==> src/hw/abei_pkg.sv <==
// Package for the abnormal-end interrupt block of one tape channel.
// Assumes a 32-bit APB slave and a 20 MHz system clock.
package abei_pkg;
  // Register byte offsets
  localparam logic [7:0] ABEI_CTRL_OFS = 8'h00;
  localparam logic [7:0] ABEI_FUNC_OFS = 8'h04;
  localparam logic [7:0] ABEI_STAT_OFS = 8'h08;
  localparam logic [7:0] ABEI_IRQS_OFS = 8'h0C;
  localparam logic [7:0] ABEI_MASK_OFS = 8'h10;
  // Control fields
  localparam int ABEI_CTRL_EN_BIT = 0;
  localparam int ABEI_CTRL_CONN_BIT = 1;
  localparam logic [1:0] ABEI_CTRL_RST = 2'h0;
  // Function code group and the abnormal-end clear code (octal 0025)
  localparam logic [11:0] ABEI_FUNC_GRP = 12'h0010;
  localparam logic [11:0] ABEI_FUNC_GRP_MASK = 12'h0FF8;
  localparam logic [11:0] ABEI_FUNC_CLR_ABN = 12'h0015;
  // Abnormal condition bit positions
  localparam int ABEI_C_EOT = 0;
  localparam int ABEI_C_FMK = 1;
  localparam int ABEI_C_LDP = 2;
  localparam int ABEI_C_VPE = 3;
  localparam int ABEI_C_LPE = 4;
  localparam int ABEI_C_LOST = 5;
  localparam int ABEI_C_RNR = 6;
  localparam int ABEI_C_SBS = 7;
  localparam int ABEI_NCOND = 8;
  // Sticky event bits
  localparam int ABEI_EV_SET = 0;
  localparam int ABEI_EV_BLK = 1;
  localparam logic [1:0] ABEI_EV_RST = 2'h0;
  localparam int ABEI_NSTAT = 12;
endpackage

==> src/hw/abei_top.sv <==
// Abnormal-end interrupt logic of one tape channel, with APB registers.
// Assumes tape unit and channel pins are asynchronous to CLOCK.
// Operation
// - Set pending on end of record, condition, enable
// - End of tape, file mark during search file mark, load point count
// - Vertical or longitudinal parity error counts while a transfer is active
// - Lost data while a transfer is active counts as abnormal
// - Ready to not ready transition counts
// - Skip-bad-spot parity error counts
// - Pending blocks tape transfers until cleared
// - Any 002X function code clears pending
// - Chained transfers interrupt without waiting
// - Status lines driven only while connected
// - Pending drives interrupt request and indicator
`timescale 1ns/1ps
module abei_top
  import abei_pkg::*;
(
  input wire logic CLOCK,
  input wire logic RESET,
  input wire logic PSEL,
  input wire logic PENABLE,
  input wire logic PWRITE,
  input wire logic [7:0] PADDR,
  input wire logic [31:0] PWDATA,
  output logic [31:0] PRDATA,
  output logic PREADY,
  output logic PSLVERR,
  input wire logic END_OF_RECORD,
  input wire logic END_OF_TAPE,
  input wire logic FILE_MARK,
  input wire logic SEARCH_FILE_MARK,
  input wire logic LOAD_POINT,
  input wire logic UNIT_READY,
  input wire logic TRANSFER_ACTIVE,
  input wire logic SKIP_BAD_SPOT,
  input wire logic VERT_PARITY_ERR,
  input wire logic LONG_PARITY_ERR,
  input wire logic LOST_DATA,
  input wire logic CHANNEL_BUSY,
  input wire logic MASTER_CLEAR_PULSE,
  input wire logic [11:0] STATUS_IN,
  input wire logic XFER_REQ,
  output logic XFER_GRANT,
  output logic [11:0] STATUS_OUT,
  output logic STATUS_OE,
  output logic CHANNEL_IRQ,
  output logic IRQ_LAMP,
  output logic IRQ
);
  localparam int NSYNC = 12;
  // Two-stage synchronisers for all tape unit and channel pin inputs; APB and RESET pins are used directly
  logic [NSYNC-1:0] sync1, sync2;
  logic [NSYNC-1:0] pins;
  logic [11:0] st_s1, st_s2;
  assign pins = {XFER_REQ, MASTER_CLEAR_PULSE, CHANNEL_BUSY, LOST_DATA,
                 LONG_PARITY_ERR, VERT_PARITY_ERR, SKIP_BAD_SPOT,
                 TRANSFER_ACTIVE, UNIT_READY, LOAD_POINT,
                 SEARCH_FILE_MARK, FILE_MARK};
  logic eor_s1, eor_s2, eot_s1, eot_s2;
  // Sync flops: first stage read only by the second
  always_ff @(posedge CLOCK) begin
    sync1 <= pins;
    sync2 <= sync1;
    st_s1 <= STATUS_IN;
    st_s2 <= st_s1;
    eor_s1 <= END_OF_RECORD;
    eor_s2 <= eor_s1;
    eot_s1 <= END_OF_TAPE;
    eot_s2 <= eot_s1;
  end
  // Named synchronised signals
  logic fmk, srch, ldp, rdy, act, sbs, vpe, lpe, lost, mc, xreq;
  assign fmk = sync2[0];
  assign srch = sync2[1];
  assign ldp = sync2[2];
  assign rdy = sync2[3];
  assign act = sync2[4];
  assign sbs = sync2[5];
  assign vpe = sync2[6];
  assign lpe = sync2[7];
  assign lost = sync2[8];
  // Channel busy deliberately unused: no wait for not busy in chaining
  assign mc = sync2[10];
  assign xreq = sync2[11];

  // Registered state
  logic rdy_d, eor_d;
  logic [1:0] ctrl;
  logic pending;
  logic [1:0] irqs, mask;
  logic [31:0] prdata;
  logic pready, pslverr;
  logic [11:0] status_out;
  logic status_oe, grant;
  logic rnr_latch;
  logic [ABEI_NCOND-1:0] cond;
  logic eor_rise, func_wr, func_clr;
  logic next_rdy_d, next_eor_d, next_pending, next_rnr_latch;
  logic [1:0] next_ctrl, next_irqs, next_mask;
  logic [31:0] next_prdata;
  logic next_pready, next_pslverr;
  logic [11:0] next_status_out;
  logic next_status_oe, next_grant;
  logic acc, wr, rd_ok;

  // Condition vector gathered from tape status
  always_comb begin
    cond = '0;
    cond[ABEI_C_EOT] = eot_s2;
    cond[ABEI_C_FMK] = fmk & srch;
    cond[ABEI_C_LDP] = ldp;
    cond[ABEI_C_VPE] = vpe & act & ~sbs;
    cond[ABEI_C_LPE] = lpe & act & ~sbs;
    cond[ABEI_C_LOST] = lost & act;
    cond[ABEI_C_RNR] = rnr_latch;
    cond[ABEI_C_SBS] = (vpe | lpe) & sbs;
  end

  assign acc = PSEL & PENABLE & pready;
  assign wr = acc & PWRITE;
  assign eor_rise = eor_s2 & ~eor_d;
  assign func_wr = wr && (PADDR == ABEI_FUNC_OFS);
  // Any code of the 002X group clears, 0025 among them
  assign func_clr = func_wr &&
    ((PWDATA[11:0] & ABEI_FUNC_GRP_MASK) == ABEI_FUNC_GRP);

  // Next-state logic: pending, latches, registers, bus
  always_comb begin
    next_rdy_d = rdy;
    next_eor_d = eor_s2;
    next_ctrl = ctrl;
    next_mask = mask;
    next_irqs = irqs;
    next_pending = pending;
    next_rnr_latch = rnr_latch;
    // Ready drop caught and held until the record ends
    if (eor_rise) begin
      next_rnr_latch = 1'b0;
    end
    if (rdy_d & ~rdy) begin
      next_rnr_latch = 1'b1;
    end
    // Clearing events first, so a same-cycle set wins
    if (func_clr | mc) begin
      next_pending = 1'b0;
    end
    // Set regardless of channel busy, chained or not
    if (eor_rise && (cond != '0) && ctrl[ABEI_CTRL_EN_BIT]) begin
      next_pending = 1'b1;
    end
    if (wr && PADDR == ABEI_CTRL_OFS) begin
      next_ctrl = PWDATA[1:0];
    end
    if (wr && PADDR == ABEI_MASK_OFS) begin
      next_mask = PWDATA[1:0];
    end
    if (wr && PADDR == ABEI_IRQS_OFS) begin
      next_irqs = irqs & ~PWDATA[1:0];
    end
    // Hardware set wins over write-one-to-clear
    if (next_pending & ~pending) begin
      next_irqs[ABEI_EV_SET] = 1'b1;
    end
    if (xreq & pending) begin
      next_irqs[ABEI_EV_BLK] = 1'b1;
    end
    if (mc) begin
      next_ctrl = ABEI_CTRL_RST;
    end
    next_grant = xreq & ~next_pending;
    next_status_oe = ctrl[ABEI_CTRL_CONN_BIT];
    next_status_out = ctrl[ABEI_CTRL_CONN_BIT] ? st_s2 : 12'h000;
    // APB: no wait state, answer registered in the setup cycle
    next_pready = PSEL & ~PENABLE;
    next_pslverr = 1'b0;
    next_prdata = 32'h0000_0000;
    rd_ok = 1'b1;
    case (PADDR)
      ABEI_CTRL_OFS: next_prdata = {30'h0, ctrl};
      ABEI_FUNC_OFS: next_prdata = 32'h0000_0000;
      ABEI_STAT_OFS: next_prdata = {23'h0, pending, cond};
      ABEI_IRQS_OFS: next_prdata = {30'h0, irqs};
      ABEI_MASK_OFS: next_prdata = {30'h0, mask};
      default: rd_ok = 1'b0;
    endcase
    if (PSEL & ~PENABLE & ~rd_ok) begin
      next_pslverr = 1'b1;
    end
  end

  // State registers
  always_ff @(posedge CLOCK) begin
    if (RESET) begin
      rdy_d <= 1'b0;
      eor_d <= 1'b0;
      ctrl <= ABEI_CTRL_RST;
      mask <= ABEI_EV_RST;
      irqs <= ABEI_EV_RST;
      pending <= 1'b0;
      rnr_latch <= 1'b0;
      prdata <= 32'h0000_0000;
      pready <= 1'b0;
      pslverr <= 1'b0;
      status_out <= 12'h000;
      status_oe <= 1'b0;
      grant <= 1'b0;
    end else begin
      rdy_d <= next_rdy_d;
      eor_d <= next_eor_d;
      ctrl <= next_ctrl;
      mask <= next_mask;
      irqs <= next_irqs;
      pending <= next_pending;
      rnr_latch <= next_rnr_latch;
      prdata <= next_prdata;
      pready <= next_pready;
      pslverr <= next_pslverr;
      status_out <= next_status_out;
      status_oe <= next_status_oe;
      grant <= next_grant;
    end
  end

  // Channel interrupt and indicator flops mirror pending; IRQ takes the masked events
  logic chan_irq, lamp, irq;
  always_ff @(posedge CLOCK) begin
    if (RESET) begin
      chan_irq <= 1'b0;
      lamp <= 1'b0;
      irq <= 1'b0;
    end else begin
      chan_irq <= next_pending;
      lamp <= next_pending;
      irq <= |(next_irqs & next_mask);
    end
  end

  assign PRDATA = prdata;
  assign PREADY = pready;
  assign PSLVERR = pslverr;
  assign XFER_GRANT = grant;
  assign STATUS_OUT = status_out;
  assign STATUS_OE = status_oe;
  assign CHANNEL_IRQ = chan_irq;
  assign IRQ_LAMP = lamp;
  assign IRQ = irq;

  // Abnormal end event as the rules put it, for the checks below
  logic set_ev;
  assign set_ev = eor_rise && (cond != '0) && ctrl[ABEI_CTRL_EN_BIT];
endmodule

==> config.mk <==
export PLATFORM = sky130hd
export DESIGN_NAME = abei_top
export DESIGN_NICKNAME = d
export VERILOG_FILES = /design/src/hw/abei_pkg.sv /design/src/hw/abei_top.sv
export SDC_FILE = /design/constraint.sdc
export NUM_CORES = 1
export LEC_CHECK = 0
export ABC_CLOCK_PERIOD_IN_PS = 1600
export BUFFER_PORTS_ARGS = -buffer_cell sky130_fd_sc_hd__buf_4
export CORE_MARGIN = 2
export CORE_UTILIZATION = 42
export CTS_BUF_LIST = sky130_fd_sc_hd__clkbuf_8
export DETAILED_ROUTE_END_ITERATION = 12
export HOLD_SLACK_MARGIN = 0.06
export PLACE_DENSITY_LB_ADDON = 0.08
export SLEW_MARGIN = 25
export SYNTH_ARGS = -nofsm -noshare
export SYNTH_HDL_FRONTEND = slang
export SYNTH_SLANG_ARGS = --single-unit
==> constraint.sdc <==
create_clock -name CLOCK -period 1.6 [get_ports CLOCK]
set_input_delay 0.24 -clock CLOCK [delete_from_list [all_inputs] [get_ports CLOCK]]
set_output_delay 0.24 -clock CLOCK [all_outputs]
set_load 0.03 [all_outputs]
* Word-level counts from Yosys, hierarchy flattened *
Cells that the tools add are included.

cells by class
  mux-type cells = 11
  equality and inequality tests = 5
  reductions and logical operators = 14
  bitwise operators = 30

operator list
  kind                                           number
  case mux 9 bit (4 select lines)                1
  AND 1 bit                                      17
  == test 8 x 4 -> 1 bit, second input constant  2
  == test 9 x 2 -> 1 bit, second input constant  1
  == test 8 x 3 -> 1 bit, second input constant  1
  == test 8 x 5 -> 1 bit, second input constant  1
  logical NOT 8 bit                              1
  two-way mux 1 bit                              8
  inverter 1 bit                                 8
  nonzero test 8 bit                             1
  logical AND 1 bit                              7
  OR reduction 2 bit                             3
  OR reduction 5 bit                             1
  AND 2 bit                                      2
  two-way mux 2 bit                              2
  inverter 2 bit                                 1
  OR 1 bit                                       2
  nonzero test 2 bit                             1

word-level totals
  bits in registers = 111
  logic and storage cells = 82
  output and inout port bits = 51

* Logic depth before layout (Yosys ltp) *
  depth in word-level cells = 12
  gate-level depth with buffers = 5

* Least setup slack after synthesis *
OpenSTA, ideal clock, no wires.

  kind = in2reg
  start = input port PADDR[0]
  end = register irq (netlist: IRQ)
  slack = -0.105 ns
  arrival time = 1.572 ns
  cell stages on the path = 4
  cells stage by stage = or4_4 -> or4_1 -> a2bb2oi_1 -> o32ai_1

between the ends
  word-level cells in the longest chain between the ends = 10

ends and longest elaborated chain
  item                    RTL line         source
  from (decl)             abei_top.sv:24   input wire logic [7:0] PADDR,
  == test 8 x 3 -> 1 bit  abei_top.sv:123  assign func_wr = wr && (PADDR == ABEI_FUNC_OFS);
  logical AND 1 bit       abei_top.sv:123
  logical AND 1 bit       abei_top.sv:125  assign func_clr = func_wr &&
  OR 1 bit                abei_top.sv:145  if (func_clr | mc) begin
  two-way mux 1 bit       abei_top.sv:145
  two-way mux 1 bit       abei_top.sv:149  if (eor_rise && (cond != '0) && ctrl[ABEI_CTRL_EN_BIT]) begin
  AND 1 bit               abei_top.sv:162  if (next_pending & ~pending) begin
  two-way mux 1 bit       abei_top.sv:162
  AND 2 bit (*)           abei_top.sv:235  irq <= |(next_irqs & next_mask);
  OR reduction 2 bit (*)  abei_top.sv:235
  to (signal assigned)    abei_top.sv:235
  to (decl)               abei_top.sv:226  logic chan_irq, lamp, irq;

Every way passes the cells marked *; elsewhere a longest branch is shown, timed or not.
A chain may end at the register's enable or synchronous reset.

* Worst setup path after layout *
  start = input port PADDR[0]
  end = register prdata[4] (netlist: PRDATA[4])

between the ends
  word-level cells in the longest chain between the ends = 2

ends and longest elaborated chain
  item                                                  RTL line         source
  == test 8 x 5 -> 1 bit, or another cell as far along  abei_top.sv:179  case (PADDR)
  case mux 9 bit (4 select lines) (*)                   abei_top.sv:179
  to (signal assigned)                                  abei_top.sv:216  prdata <= next_prdata;
  to (decl)                                             abei_top.sv:92   logic [31:0] prdata;

Marks and branches as above.

==> metrics.txt <==
status=finished clean; hpwl dp=3170 microns; ys flop type=dfxtp_1; CTS tree=yes; DRT iter0 DRCs=80; actual slew at the worst max-slew pin=0.803 ns; gr ovfl total=0; Max-slew headroom=0.463; crit start category=primary input; DR vias=1741; Die ar.=6670 sq um; startpoint of the worst register-to-register path=PREADY; Total GRT Usage=0.148; clk_skew=0.00604 ns; crit path DAT=1.81 ns; Tcrit/Tclk final=0.953; Crit path max-delay family=simple AND/OR/NAND/NOR gates; post-synthesis sequential area ratio=0.680; CP required=1.89 ns; minimum clock period=1.52 ns; CP max stage cell=or4_4; routed len/inst=11.9 microns; WHS Endpoint=PREADY; synthesized area=2530 sq um; fmax=0.656 GHz; Final setup viols=0; # rows=28; RSZ-0062 raised after global routing=false; endpoint class of the critical path=flop; Min-Delay Path Depth=2; Initial Util=0.430; die height=81.7 microns; core area=5890 sq um; initial antenna violation count=0; Setup TNS=0 ns; Max Cap Viol=0; P_leak=1.65 nW; number of global-route vias before repair=1608; Post-synth EDFFs=0; most frequent CP cell=buf_4; Avg Inst Size Synth=12.5 sq um; final wirelength=4720 microns; Post-Synthesis Cells=202; root buf cell=clkbuf_8; R2R cell count=4; Distinct cells, synth=44; worst-path fanout max=7; Synth Warn #=0; Clock Sinks=86; # port buffers=76; hold_sp=PENABLE; drt pass-1 iters=4; commonest cells after routing, fill and taps aside=dfxtp_1 (86), buf_4 (85), dlygate4sd3_1 (25); fraction of registers with async set/reset=0; Routed Antenna Nets=0; largest cells by area after synthesis=dfxtp_1 (68%), buf_4 (7.1%), and2_1 (4.0%); H-tree Lvls=3; final hold slack=0.0818 ns; #FFs+latches synth=86; Pwr Density=1160 nW/um^2; most common cell after layout, fill and taps aside=dfxtp_1; RD Place Congestion=0.753; Via-to-Cell Ratio=4.39; largest net degree at the start of global routing=18; final core utilization=0.618; CTS max path bufs=2; Worst Hold Class=primary input to flop; Area Overhead vs Synth=43.7%; die width=81.7 microns; DRC=0; cell accounting for the most synthesized area=dfxtp_1; CP Buf/Inv Count=2; Crit. Startpoint=PADDR[0]; delay of the slowest cell on the worst path=0.57 ns; cts bufs inserted=9; Final Max Tran Viols=0; wire length of the first global-routing pass=7180 microns; # IOs=122; worst-path cell chain=buf_4 -> or4_4 -> or2_1 -> nor4_4 -> buf_4 -> and4b_1; Layout Nets=388; Skew-Pair Late Insertion Delay=0.34 ns; Worst-path clk slew=0.08 ns; VDD IR-drop max=0.927 mV; area share of the largest cell type after synthesis=0.680; Final Hold Vio Count=0; fraction of final layout cells sized beyond drive strength 1=0.345; RR Endpoint=IRQ; reg-to-reg setup timing slack=0.10 ns; Crit Path Category=primary input to flop; # diodes=0
[Yosys cell counts, types with 2 or more instances]
library cell  instances
nor2_1                5
nand2_1               3
or4_4                 2
buf_4                24
nor4_1                2
nand2b_1              2
o21ai_0               4
nor2b_1               4
nand3_1               4
a21oi_1               6
and4b_1               3
dfxtp_1              86
a211oi_1              3
clkbuf_1              3
nor4_4                2
or2_2                 2
nor4b_1               2
mux2i_1               2
inv_1                 3
and2_1               16
[final cells by class]
type / instances / area (sq um)
inverter: 3 / 11.3
clock buffer: 11 / 151
multi-input combinational: 107 / 692
tap: 75 / 93.8
fill: 504 / 2250
sequential: 86 / 1720
clock inverter: 5 / 81.3
timing repair buffer: 110 / 888
[metal layers]
metal,GRT usage,vias up,share of wire
met4,0.0850,0,0.015
met3,0.0484,8,0.096
met2,0.250,75,0.48
li1,-,877,-
met1,0.164,781,0.41
met5,0,-,0
[sequential cells by signal, summed over array words and instances (netlist names), 2 cells and up]
name,count
sync1,11
ctrl,2
irqs,2
PRDATA,9
STATUS_OUT,12
st_s2,12
sync2,11
mask,2
st_s1,12
[metrics by stage]
stage	setup WS, ns	instance area (sq um)	std cells	power (W)
after floorplan	-0.0819	2630	224	0.00244
after global placement	-0.277	3160	356	0.00252
after detailed placement	-0.292	3160	356	0.00252
after CTS	0.0679	3640	397	0.00425
after global routing	0.00990	3640	397	0.00437
final	0.0755	3640	397	0.00422
[how the worst max path moves through the flow]
stage	slack, ns	endpoint	cells after the start
after floorplan	-0.08	XFER_GRANT	4
after global placement	-0.28	PRDATA[3]	6
after detailed placement	-0.29	PRDATA[3]	6
after CTS	0.07	PRDATA[3]	6
after global routing	0.01	PRDATA[3]	6
final	0.08	PRDATA[4]	6
[kinds of logic (layout without fill, tap and decap cells)]
family                 after synthesis  in the layout  synth area share
multiplexers                         2              2           0.00790
buffers and inverters               31            129            0.0844
flip-flops                          86             86             0.680
other                                1             23           0.00148
AND/OR/NAND/NOR                     58             58             0.161
AO/OA/AOI/OAI                       24             24            0.0657
[report_power, final]
| part | internal [W] | switching, W | total, W |
|---|---|---|---|
| clock network | 0.000968 | 0.000728 | 0.00170 |
| logic | 0.000144 | 0.000145 | 0.000289 |
| registers | 0.00221 | 0.0000226 | 0.00224 |
[timing repair]
item | 4_1_cts | 5_1_grt
setup buffers | 0 | 0
resized for setup | 0 | 1
hold buffers | 25 | 0
endpoints found under the setup margin | 0 | 1
endpoints found under the hold margin | 25 | 0
Note: power is estimated with default switching activity, not from simulation.
